`config.mk`:
```
export PLATFORM = sky130hd
export DESIGN_NAME = mscc_top
export DESIGN_NICKNAME = d
export VERILOG_FILES = /design/src/common/mscc_pkg.sv /design/src/hw/mscc_in_sync.sv /design/src/hw/mscc_top.sv
export SDC_FILE = /design/constraint.sdc
export NUM_CORES = 1
export LEC_CHECK = 0
export ABC_AREA = 1
export BUFFER_PORTS_ARGS = -buffer_cell sky130_fd_sc_hd__clkbuf_2
export CAP_MARGIN = 20
export CORE_UTILIZATION = 48
export CTS_CLUSTER_SIZE = 30
export DETAILED_ROUTE_END_ITERATION = 10
export PLACE_DENSITY = 0.79
export SLEW_MARGIN = 10
export SYNTH_ARGS = -nofsm -noshare
export SYNTH_HDL_FRONTEND = slang
export SYNTH_HIERARCHICAL = 1
export SYNTH_SLANG_ARGS = --single-unit
```
`constraint.sdc`:
```
create_clock -name core_clk -period 1.47 [get_ports core_clk]
set_input_delay 0.0735 -clock core_clk [delete_from_list [all_inputs] [get_ports core_clk]]
set_output_delay 0.0735 -clock core_clk [all_outputs]
set_load 0.02 [all_outputs]
```
`src/common/mscc_pkg.sv`:
```
// package of the motor starter command channel: addresses, codes, field layouts and carriers
// Functional notes
// - channel selection parameter: 0 local terminals, 1 remote bus; resets to 0.
// - channel selection changes only while the motor is stopped.
// - forced local function may be assigned to terminal input two or three.
// - the assigned forced local input is active at level 1.
// - active forced local input makes terminals the command channel regardless of selection.
// - forced local input active: bus writes 6 or 16 answer exception 1.
// - in forced local, bus reads are still served; motor control from terminals.
// - plain local: terminal motor control, bus may read and write parameters.
// - forced local input wins over control bit 15.
// - remote command only allowed while terminal run input is 1.
// - bus active: all terminal commands ignored except stop from run input.
// - stop by dropping terminal run input is a freewheel stop.
// - control register at address 752, page 2 low 240, written by 6 or 16.
// - control bit 0: 1 runs, 0 stops with configured deceleration.
// - control bit 10 selects freewheel stop, acting with the bit 0 stop.
// - bit 11 second parameter set, bit 3 trip reset, others reserved.
// - control bit 15 set forces the local command channel.
// - status register at address 256, page 1 low 0, read by function 3.
// - status bits 0 ready, 1 on, 2 trip, 3 warning; bit 4 reserved.
// - status bit 14 shows forced local is in effect.
// - status bit 15 set while the motor ramps.
package mscc_pkg;

    // ************************************************************
    // bus addresses and function codes
    // ************************************************************
    localparam logic [15:0] STATUS_ADDR     = 16'h0100;
    localparam logic [15:0] CONTROL_ADDR    = 16'h02F0;
    localparam logic [15:0] CHAN_SEL_ADDR   = 16'h0E00;
    localparam logic [15:0] LIL_ASSIGN_ADDR = 16'h0E01;
    localparam logic [7:0]  FN_READ         = 8'h03;
    localparam logic [7:0]  FN_WRITE_ONE    = 8'h06;
    localparam logic [7:0]  FN_WRITE_MULTI  = 8'h10;
    localparam logic [7:0]  EXC_ILL_FUNC    = 8'h01;
    localparam logic [7:0]  EXC_ILL_ADDR    = 8'h02;
    localparam logic [7:0]  EXC_ILL_VALUE   = 8'h03;

    // ************************************************************
    // field layouts and reset values
    // ************************************************************
    localparam int CW_RUN        = 0;
    localparam int CW_TRIP_RESET = 3;
    localparam int CW_FREEWHEEL  = 10;
    localparam int CW_SECOND_SET = 11;
    localparam int CW_FORCE_LOC  = 15;
    localparam int SW_READY      = 0;
    localparam int SW_ON         = 1;
    localparam int SW_TRIP       = 2;
    localparam int SW_WARNING    = 3;
    localparam int SW_IN_THREE   = 5;
    localparam int SW_IN_TWO     = 6;
    localparam int SW_RUN_IN     = 7;
    localparam int SW_FORCED     = 14;
    localparam int SW_RAMPING    = 15;
    localparam logic        CHAN_LOCAL    = 1'b0;
    localparam logic        CHAN_REMOTE   = 1'b1;
    localparam logic        CHAN_RESET    = 1'b0;
    localparam logic [1:0]  LIL_NONE      = 2'h0;
    localparam logic [1:0]  LIL_ON_TWO    = 2'h1;
    localparam logic [1:0]  LIL_ON_THREE  = 2'h2;
    localparam logic [1:0]  LIL_RESET     = 2'h0;
    localparam logic [15:0] CONTROL_RESET = 16'h0000;

    // ************************************************************
    // modes and carriers
    // ************************************************************
    typedef enum logic [2:0] {
        MODE_LOCAL  = 3'b001,
        MODE_REMOTE = 3'b010,
        MODE_FORCED = 3'b100
    } mscc_mode_t;

    typedef struct packed {
        logic        valid;
        logic [7:0]  func;
        logic [15:0] addr;
        logic [15:0] data;
    } mscc_req_t;

    typedef struct packed {
        logic        valid;
        logic        exc;
        logic [7:0]  code;
        logic [15:0] data;
    } mscc_rsp_t;

    typedef struct packed {
        logic on;
        logic ramping;
        logic trip;
        logic warning;
    } mscc_motor_t;

    typedef struct packed {
        logic run;
        logic freewheel;
        logic trip_reset;
        logic second_set;
        logic remote;
        logic forced;
    } mscc_cmd_t;

endpackage : mscc_pkg

```
`src/hw/mscc_in_sync.sv`:
```
// three-stage input synchroniser that passes a change once the last two stages agree
module mscc_in_sync (
    input  wire logic core_clk,
    input  wire logic nrst,
    input  wire logic pin,
    output logic      level
);

    typedef struct packed {
        logic s1;
        logic s2;
        logic s3;
        logic level;
    } mscc_sync_t;

    mscc_sync_t s;
    mscc_sync_t next_s;

    // s1 feeds only s2 so a metastable sample never reaches a decision
    always_comb begin
        next_s    = s;
        next_s.s1 = pin;
        next_s.s2 = s.s1;
        next_s.s3 = s.s2;
        if (s.s2 == s.s3) begin
            next_s.level = s.s3;
        end
    end

    always_ff @(posedge core_clk) begin
        if (!nrst) begin
            s <= '0;
        end else begin
            s <= next_s;
        end
    end

    assign level = s.level;

endmodule : mscc_in_sync

```
`src/hw/mscc_top.sv`:
```
// motor starter command channel: bus register access, channel arbitration, command decode
module mscc_top (
    input  wire logic               core_clk,
    input  wire logic               nrst,
    input  wire logic               terminal_run_input,
    input  wire logic               terminal_input_two,
    input  wire logic               terminal_input_three,
    input  wire mscc_pkg::mscc_req_t   req,
    input  wire mscc_pkg::mscc_motor_t motor,
    output mscc_pkg::mscc_rsp_t     rsp,
    output mscc_pkg::mscc_cmd_t     cmd,
    output mscc_pkg::mscc_mode_t    mode
);

    // ************************************************************
    // state
    // ************************************************************
    typedef struct packed {
        logic                 chan_sel;
        logic [1:0]           lil_assign;
        logic [15:0]          control;
        mscc_pkg::mscc_mode_t mode;
        mscc_pkg::mscc_cmd_t  cmd;
        mscc_pkg::mscc_rsp_t  rsp;
    } mscc_state_t;

    mscc_state_t s;
    mscc_state_t next_s;

    logic        run_in;
    logic        in_two;
    logic        in_three;
    logic        forced_in;
    logic        forced_any;
    logic        remote_ok;
    logic        is_read;
    logic        is_write;
    logic [15:0] status_word;

    // ************************************************************
    // terminal input synchronisers
    // ************************************************************
    mscc_in_sync u_sync_run (
        .core_clk (core_clk),
        .nrst     (nrst),
        .pin      (terminal_run_input),
        .level    (run_in)
    );

    mscc_in_sync u_sync_two (
        .core_clk (core_clk),
        .nrst     (nrst),
        .pin      (terminal_input_two),
        .level    (in_two)
    );

    mscc_in_sync u_sync_three (
        .core_clk (core_clk),
        .nrst     (nrst),
        .pin      (terminal_input_three),
        .level    (in_three)
    );

    // ************************************************************
    // channel arbitration
    // ************************************************************
    // the assigned input is active high and needs no bus help
    assign forced_in = ((s.lil_assign == mscc_pkg::LIL_ON_TWO) && in_two) ||
                       ((s.lil_assign == mscc_pkg::LIL_ON_THREE) && in_three);
    // the input stands on its own, so control bit 15 cannot cancel it
    assign forced_any = forced_in || s.control[mscc_pkg::CW_FORCE_LOC];
    // remote commands also need the terminal run input held high
    assign remote_ok = (s.chan_sel == mscc_pkg::CHAN_REMOTE) && !forced_any && run_in;

    assign is_read  = (req.func == mscc_pkg::FN_READ);
    assign is_write = (req.func == mscc_pkg::FN_WRITE_ONE) ||
                      (req.func == mscc_pkg::FN_WRITE_MULTI);

    // ************************************************************
    // status word
    // ************************************************************
    always_comb begin
        status_word                          = 16'h0000;
        status_word[mscc_pkg::SW_READY]      = remote_ok && !motor.trip;
        status_word[mscc_pkg::SW_ON]         = motor.on;
        status_word[mscc_pkg::SW_TRIP]       = motor.trip;
        status_word[mscc_pkg::SW_WARNING]    = motor.warning;
        status_word[mscc_pkg::SW_IN_THREE]   = in_three;
        status_word[mscc_pkg::SW_IN_TWO]     = in_two;
        status_word[mscc_pkg::SW_RUN_IN]     = run_in;
        status_word[mscc_pkg::SW_FORCED]     = forced_any;
        status_word[mscc_pkg::SW_RAMPING]    = motor.ramping;
    end

    // ************************************************************
    // request handling and command decode
    // ************************************************************
    always_comb begin
        next_s                = s;
        next_s.rsp            = '0;
        next_s.cmd.trip_reset = 1'b0;

        if (req.valid) begin
            next_s.rsp.valid = 1'b1;
            if (!(is_read || is_write)) begin
                next_s.rsp.exc  = 1'b1;
                next_s.rsp.code = mscc_pkg::EXC_ILL_FUNC;
            end else if (is_write && forced_in) begin
                // only the keypads may change parameters now
                next_s.rsp.exc  = 1'b1;
                next_s.rsp.code = mscc_pkg::EXC_ILL_FUNC;
            end else if (is_read) begin
                // reads stay open in every mode
                case (req.addr)
                    mscc_pkg::STATUS_ADDR: begin
                        next_s.rsp.data = status_word;
                    end
                    mscc_pkg::CHAN_SEL_ADDR: begin
                        next_s.rsp.data = {15'h0000, s.chan_sel};
                    end
                    mscc_pkg::LIL_ASSIGN_ADDR: begin
                        next_s.rsp.data = {14'h0000, s.lil_assign};
                    end
                    default: begin
                        next_s.rsp.exc  = 1'b1;
                        next_s.rsp.code = mscc_pkg::EXC_ILL_ADDR;
                    end
                endcase
            end else begin
                case (req.addr)
                    mscc_pkg::CONTROL_ADDR: begin
                        next_s.control = req.data;
                        if (req.data[mscc_pkg::CW_TRIP_RESET] && remote_ok) begin
                            next_s.cmd.trip_reset = 1'b1;
                        end
                    end
                    mscc_pkg::CHAN_SEL_ADDR: begin
                        if (req.data > 16'h0001) begin
                            next_s.rsp.exc  = 1'b1;
                            next_s.rsp.code = mscc_pkg::EXC_ILL_VALUE;
                        end else if (!motor.on) begin
                            // a running motor keeps its channel; the write is still acknowledged
                            next_s.chan_sel = req.data[0];
                        end
                    end
                    mscc_pkg::LIL_ASSIGN_ADDR: begin
                        if (req.data > 16'h0002) begin
                            next_s.rsp.exc  = 1'b1;
                            next_s.rsp.code = mscc_pkg::EXC_ILL_VALUE;
                        end else begin
                            next_s.lil_assign = req.data[1:0];
                        end
                    end
                    default: begin
                        next_s.rsp.exc  = 1'b1;
                        next_s.rsp.code = mscc_pkg::EXC_ILL_ADDR;
                    end
                endcase
            end
        end

        // mode follows selection unless forcing takes the channel
        if (forced_any) begin
            next_s.mode = mscc_pkg::MODE_FORCED;
        end else if (s.chan_sel == mscc_pkg::CHAN_REMOTE) begin
            next_s.mode = mscc_pkg::MODE_REMOTE;
        end else begin
            next_s.mode = mscc_pkg::MODE_LOCAL;
        end

        next_s.cmd.forced = forced_any;
        next_s.cmd.remote = remote_ok;
        case (next_s.mode)
            mscc_pkg::MODE_REMOTE: begin
                // terminals only contribute the run input stop
                next_s.cmd.run        = s.control[mscc_pkg::CW_RUN] && run_in;
                next_s.cmd.freewheel  = !run_in ||
                                        (!s.control[mscc_pkg::CW_RUN] &&
                                         s.control[mscc_pkg::CW_FREEWHEEL]);
                next_s.cmd.second_set = s.control[mscc_pkg::CW_SECOND_SET] && run_in;
            end
            mscc_pkg::MODE_LOCAL, mscc_pkg::MODE_FORCED: begin
                next_s.cmd.run        = run_in;
                next_s.cmd.freewheel  = !run_in;
                next_s.cmd.second_set = 1'b0;
            end
            default: begin
                next_s.cmd.run        = 1'b0;
                next_s.cmd.freewheel  = 1'b1;
                next_s.cmd.second_set = 1'b0;
            end
        endcase
    end

    always_ff @(posedge core_clk) begin
        if (!nrst) begin
            s            <= '0;
            s.chan_sel   <= mscc_pkg::CHAN_RESET;
            s.lil_assign <= mscc_pkg::LIL_RESET;
            s.control    <= mscc_pkg::CONTROL_RESET;
            s.mode       <= mscc_pkg::MODE_LOCAL;
            s.cmd.freewheel <= 1'b1;
        end else begin
            s <= next_s;
        end
    end

    assign rsp  = s.rsp;
    assign cmd  = s.cmd;
    assign mode = s.mode;
endmodule : mscc_top

```
==> out/results.tsv, run 1 <==
stage	metric	value	unit
grt	vias in the first global route	1645	
sta	Fin Clk Skew	0.00653	ns
cells_and_area	Layout Utilization	58.5	%
sta	final setup vio count	0	
route	routed wl met2	1.94	mm
grt	remaining global-route overflow	0	
min_path	WHS Path Cells	3	
cells_and_area	diode count	0	
power_and_ir_drop	pwr/cell area	867	mW/mm²
critical_path	r2r setup slk	0.18	ns
critical_path	crit path max fanout	5	
route	WL met3	234	µm
critical_path	Critical Path AT	1.51	ns
clock_network	CTS Root Cell	clkbuf_8	
synth	ranking of synthesized cells by area	dfxtp_1 37%, buf_4 12%, nand2_1 10%, nor2_1 7.5%, inv_1 5.9%	
route	DR iter-0 viols	80	
grt	global-route wire length before repair	6.70	mm
min_path	worst hold path endpoint	s[50]	
cells_and_area	nets@finish	416	
place	count of input and output buffers	71	
clock_network	CTS sink cnt	40	
critical_path	R2R depth	9	
route	via count	1894	
power_and_ir_drop	LEAKAGE	1.30	nW
synth	area leader, netlist	dfxtp_1	
cells_and_area	Post-Layout Cell Count	419	
place	dpl cells	406	
synth	Netlist cell types	30	
synth	Avg Cell Area, Syn	7.08	µm²
route	1st-pass router iterations	4	
synth	number of synthesized register bits	40	
clock_network	Longest Clk Path Bufs	2	
sta	RSZ-0062 raised after global routing	no	
route	M1 WL	1.75	mm
clock_network	Clock Pin Slew Worst Setup and Hold Paths	0.07	ns
critical_path	CP Class	register to register	
min_path	Hold Crit Start	req[15]	
synth	Synth top area share	37.1	%
synth	Post-synth EDFFs	0	
floorplan	IO Pins	85	
synth	Seq/Total Area, Yosys	37.1	%
route	top routing layer used	met4	
clock_network	CTS H-tree depth	2	
power_and_ir_drop	Max VDD drop	0.000508	V
synth	Netlist Area Pre-Place	0.00216	mm²
cells_and_area	layout cells sized above 1	33.2	%
clock_network	Skew-Pair Late Insertion Delay	0.29	ns
route	drc violations	0	
status	status	finished clean	
cells_and_area	Area Overhead vs Synth	17.1	%
sta	Tcrit/Tclk final	87.9	%
critical_path	CP Launch Type	register	
critical_path	Reg-to-Reg Start	s[52]	
sta	total negative slack	0	ns
floorplan	row count	24	
route	Routed WL per cell	9.47	µm
grt	largest net degree at the start of global routing	17	
sta	Tmin final	1.29	ns
synth	Synth Instances	305	
place	hpwl dp	3.25	mm
route	DRT antenna net count	0	
sta	fmax	0.774	GHz
critical_path	Worst EP required	1.68	ns
synth	asr flop ratio synth	0	%
floorplan	die width	69.1	µm
synth	most numerous cell in the Yosys netlist	nand2_1	
route	drt total wl	3.97	mm
critical_path	crit path capture type	register	
synth	top_reg_cell synth	dfxtp_1	
min_path	Hold Path Class	primary input to register	
place	GPL Wtd Cong	0.889	
critical_path	critical-path cell list	inv_1, nor2_1, nand2_1, nand2_2, nor2_2, nand2_2, nor2_1, nand3_1, a31oi_1	
floorplan	height of the die	69.1	µm
grt	global-route usage over all layers	17.3	%
critical_path	R2R Path End	rsp[0]	
synth	Yosys warnings	6	
route	vias per cell	4.52	
critical_path	CP max-delay cell	dfxtp_1	
sta	final hold vios	0	
critical_path	CP max stage delay	0.32	ns
grt	antenna violations before repair	0	
synth	top cells by count, synth	58 x nand2_1, 43 x nor2_1, 40 x dfxtp_1	
clock_network	CTS buffer count	5	
clock_network	CTS tree	built	
run	max-cap viol count	0	
floorplan	Die ar.	0.00477	mm²
floorplan	Core Region	0.00432	mm²
floorplan	initial core utilization	49.9	%
sta	Slew Limit Fails	0	
[placed cells by master (no fill, tap or decap)]
cell           instances
a21oi_1               11
clkbuf_2              71
clkinv_1               1
nand4_1                2
o21ai_1                5
conb_1                13
nand2_1               57
nor2_4                 5
inv_2                  9
o21bai_1               1
and2_1                 1
nor3_2                 1
dfxtp_1               40
a31oi_1                1
buf_4                  1
bufinv_16              1
nand4_2                1
clkbuf_8               5
nor2_2                 7
inv_1                 34
dlygate4sd3_1          5
nand2_4                1
clkinv_2               2
o21ai_0                8
nor3_1                 2
nor3b_1                1
o31ai_1                1
nand4_4                1
nand3_2                1
nand2_2               15
clkbuf_1               1
nand3b_1               1
nand3_1               17
nand3b_4               1
nor2_1                43
[state kept, by name, indices dropped and copies added, names as in the netlist]
register             flops
u_sync_run/next_s        2
u_sync_three/next_s      2
mode                     3
s                        7
u_sync_three/s           1
u_sync_three/level       1
u_sync_two/level         1
rsp                     13
u_sync_two/s             1
u_sync_two/next_s        2
cmd                      5
u_sync_run/level         1
u_sync_run/s             1
[report_power, final]
part | switching (W) | internal, W | leakage (nW) | total [W]
registers | 0.00000526 | 0.00110 | 0.325 | 0.00110
logic | 0.000141 | 0.0000927 | 0.924 | 0.000234
clock network | 0.000352 | 0.000503 | 0.0552 | 0.000856
[worst max-delay path: cells and delay by family (launching register included)]
kind,cells,cell delay [ns]
and+or+nand+nor,7,0.67
buffers and inverters,1,0.09
DFF,1,0.32
AOI/OAI and AO/OA,1,0.13
[cell families (layout without fill, tap and decap cells)]
kind of cell           Yosys count  after routing  synth area share (%)
buffers and inverters           80            130                  20.0
AND/OR/NAND/NOR                157            157                  36.2
AO/OA/AOI/OAI                   27             27                  6.55
flip-flops                      40             40                  37.1
other                            1             13                 0.174
[final cells by class]
class	instances	area, µm²
clock buffers	6	72.6
clock inverters	2	35.0
fillers	409	1790
inverters	45	170
multi-input cells	197	973
flip-flops and latches	40	801
well taps	52	65.1
repair buffers	77	413
[metrics by stage]
step	setup slack [ns]	hold WS [ns]	total power, W	area [µm²]
6_report	0.177	0.0258	0.00219	2530
3_3_place_gp	0.280	0.256	0.00135	2370
3_5_place_dp	0.174	0.264	0.00135	2370
5_1_grt	0.0208	0.0284	0.00229	2530
2_1_floorplan	0.354	0.150	0.00128	2200
4_1_cts	0.147	0.0143	0.00222	2530
[layer usage]
metal / global-route usage, % / vias up
li1: - / 1012
met1: 20.8 / 819
met2: 28.7 / 57
met3: 5.85 / 6
met4: 5.90 / 0
met5: 0 / -
[how the worst max path moves through the flow]
stage                     slack (ns)  startpoint  endpoint
after detailed placement        0.17       s[52]    cmd[3]
after global placement          0.28       s[52]     s[46]
after CTS                       0.15       s[52]    cmd[3]
after global routing            0.02       s[52]    rsp[0]
after floorplan                 0.35       s[52]    rsp[0]
final                           0.18       s[52]    rsp[0]
[timing repair]
action,CTS,global route
resized for setup,0,1
endpoints found under the setup margin,0,2
buffers inserted,0,0
hold buffers,5,0
endpoints found under the hold margin,5,0
Power figures use the tool's default switching activity.
==> run 2: changes to the inputs <==
Settings changed: CELL_PAD_IN_SITES_DETAIL_PLACEMENT set to 1, CELL_PAD_IN_SITES_GLOBAL_PLACEMENT set to 1, CORE_UTILIZATION 48 to 33, PLACE_DENSITY 0.79 to not set, PLACE_DENSITY_LB_ADDON set to 0.1.
==> run 2 against run 1 <==
Critical path depth unchanged. First-iteration DRC count decreased by 68%. Count of clock-buffer cells in the layout unchanged. Non-clock buffer count unchanged. Clock power increased by 2%. Final area increased by 1.4%. Sequential power about the same. Wire length increased by 24%. Flip-flop and latch count unchanged.
==> out/results.tsv, run 2 (synthesized netlist as in run 1, its figures left out) <==
stage	metric	value	unit
clock_network	Skew-Pair Late Insertion Delay	0.29	ns
floorplan	height of the die	82.9	µm
place	hpwl dp	4.13	mm
critical_path	crit path max fanout	5	
grt	antenna violations before repair	0	
route	drc violations	0	
cells_and_area	max reg flops	13	
power_and_ir_drop	switching share of power	23.6	%
place	GPL Wtd Cong	0.801	
power_and_ir_drop	Comb pwr share	10.8	%
sta	Tcrit/Tclk final	87.6	%
clock_network	CTS Root Cell	clkbuf_8	
clock_network	CTS buffer count	5	
grt	vias in the first global route	2000	
power_and_ir_drop	switching pwr	0.000522	W
grt	remaining global-route overflow	0	
floorplan	row count	29	
sta	Slew Limit Fails	0	
route	DR iter-0 viols	26	
cells_and_area	most frequent cells in the layout	71 x clkbuf_2, 57 x nand2_1, 43 x nor2_1	
min_path	Hold Path Class	primary input to register	
critical_path	CP Launch Type	register	
power_and_ir_drop	Int Pwr	0.00169	W
sta	final hold vios	0	
route	vias per cell	4.33	
critical_path	Worst EP required	1.69	ns
floorplan	Die ar.	0.00687	mm²
clock_network	Clock Pin Slew Worst Setup and Hold Paths	0.07	ns
run	max-cap viol count	0	
sta	Tmin final	1.29	ns
floorplan	Core Region	0.00635	mm²
floorplan	initial core utilization	34.0	%
power_and_ir_drop	pwr/cell area	864	mW/mm²
sta	fmax	0.776	GHz
floorplan	IO Pins	85	
place	count of input and output buffers	71	
cells_and_area	nets@finish	416	
clock_network	CTS H-tree depth	2	
clock_network	CTS sink cnt	40	
cells_and_area	most common cell after layout, fill and taps aside	clkbuf_2	
critical_path	Critical Path AT	1.50	ns
route	drt total wl	4.94	mm
power_and_ir_drop	LEAKAGE	1.31	nW
cells_and_area	diode count	0	
cells_and_area	Layout Utilization	40.4	%
route	DRT antenna net count	0	
grt	largest net degree at the start of global routing	13	
status	status	finished clean	
critical_path	R2R depth	9	
sta	Fin Clk Skew	0.00520	ns
grt	global-route usage over all layers	15.7	%
power_and_ir_drop	clock network fraction of total power	39.4	%
sta	total negative slack	0	ns
clock_network	Longest Clk Path Bufs	2	
route	Routed WL per cell	11.1	µm
critical_path	CP Class	register to register	
power_and_ir_drop	Seq pwr share	49.8	%
power_and_ir_drop	Max VDD drop	0.000487	V
route	via count	1922	
route	1st-pass router iterations	4	
cells_and_area	Area Overhead vs Synth	18.8	%
cells_and_area	layout cells sized above 1	33.2	%
clock_network	CTS tree	built	
floorplan	die width	82.9	µm
sta	RSZ-0062 raised after global routing	no	
critical_path	crit path capture type	register	
sta	final setup vio count	0	
min_path	WHS Path Cells	3	
grt	global-route wire length before repair	8.81	mm
[run 2: cell type report]
type                            count  area, µm²
Multi-Input combinational cell    197        978
Inverter                           45        170
Sequential cell                    40        801
Timing Repair Buffer               77        413
Clock buffer                        6       72.6
Fill cell                         819       3780
Clock inverter                      2       35.0
Tap cell                           77       96.3
[run 2: per-stage QoR]
stage	hold slack (ns)	instances	worst slack (ns)	total power [W]	area [µm²]
after global placement	0.256	431	0.233	0.00136	2400
after CTS	0.0270	444	0.128	0.00225	2560
final	0.0339	444	0.182	0.00222	2570
after floorplan	0.150	317	0.354	0.00128	2200
after global routing	0.0514	444	0.0331	0.00232	2570
after detailed placement	0.264	431	0.155	0.00136	2400
[run 2: worst paths after layout]
kind                                              to  slack, ns                 start
worst min register to register  u_sync_two/next_s[1]       0.41  u_sync_two/next_s[2]
worst max register to register                 s[35]       0.18                 s[52]
worst min-delay path                          rsp[2]       0.03              motor[1]
worst max-delay path                           s[35]       0.18                 s[52]
[run 2: power by group through the flow]
stage                     clock network [W]  logic (W)  registers, W
after floorplan                           0   0.000152       0.00113
after global placement                    0   0.000227       0.00113
after detailed placement                  0   0.000231       0.00113
after CTS                          0.000907   0.000243       0.00110
after global routing               0.000950   0.000270       0.00111
final                              0.000873   0.000240       0.00110
[run 2: timing repair]
item | 4_1_cts | 5_1_grt
setup buffers | 0 | 0
endpoints found under the setup margin | 0 | 2
resized for setup | 0 | 2
hold endpoints to repair | 5 | 0
hold buffers | 5 | 0
[run 2: layer usage]
| layer | up-vias | share of wire (%) | global-route usage [%] |
|---|---|---|---|
| met5 | - | 0 | 0 |
| met4 | 0 | 1.1 | 4.70 |
| met3 | 6 | 4.6 | 3.38 |
| met2 | 54 | 47 | 27.1 |
| met1 | 856 | 47 | 19.5 |
| li1 | 1006 | - | - |
[run 2: critical path, cell delays in order, from the launching register on]
cell	delay [ns]
dfxtp_1	0.31
inv_1	0.08
nor2_1	0.05
nand2_1	0.07
nand2_2	0.09
inv_1	0.11
nand4_4	0.16
nor2_4	0.15
nand2_1	0.06
a21oi_1	0.15
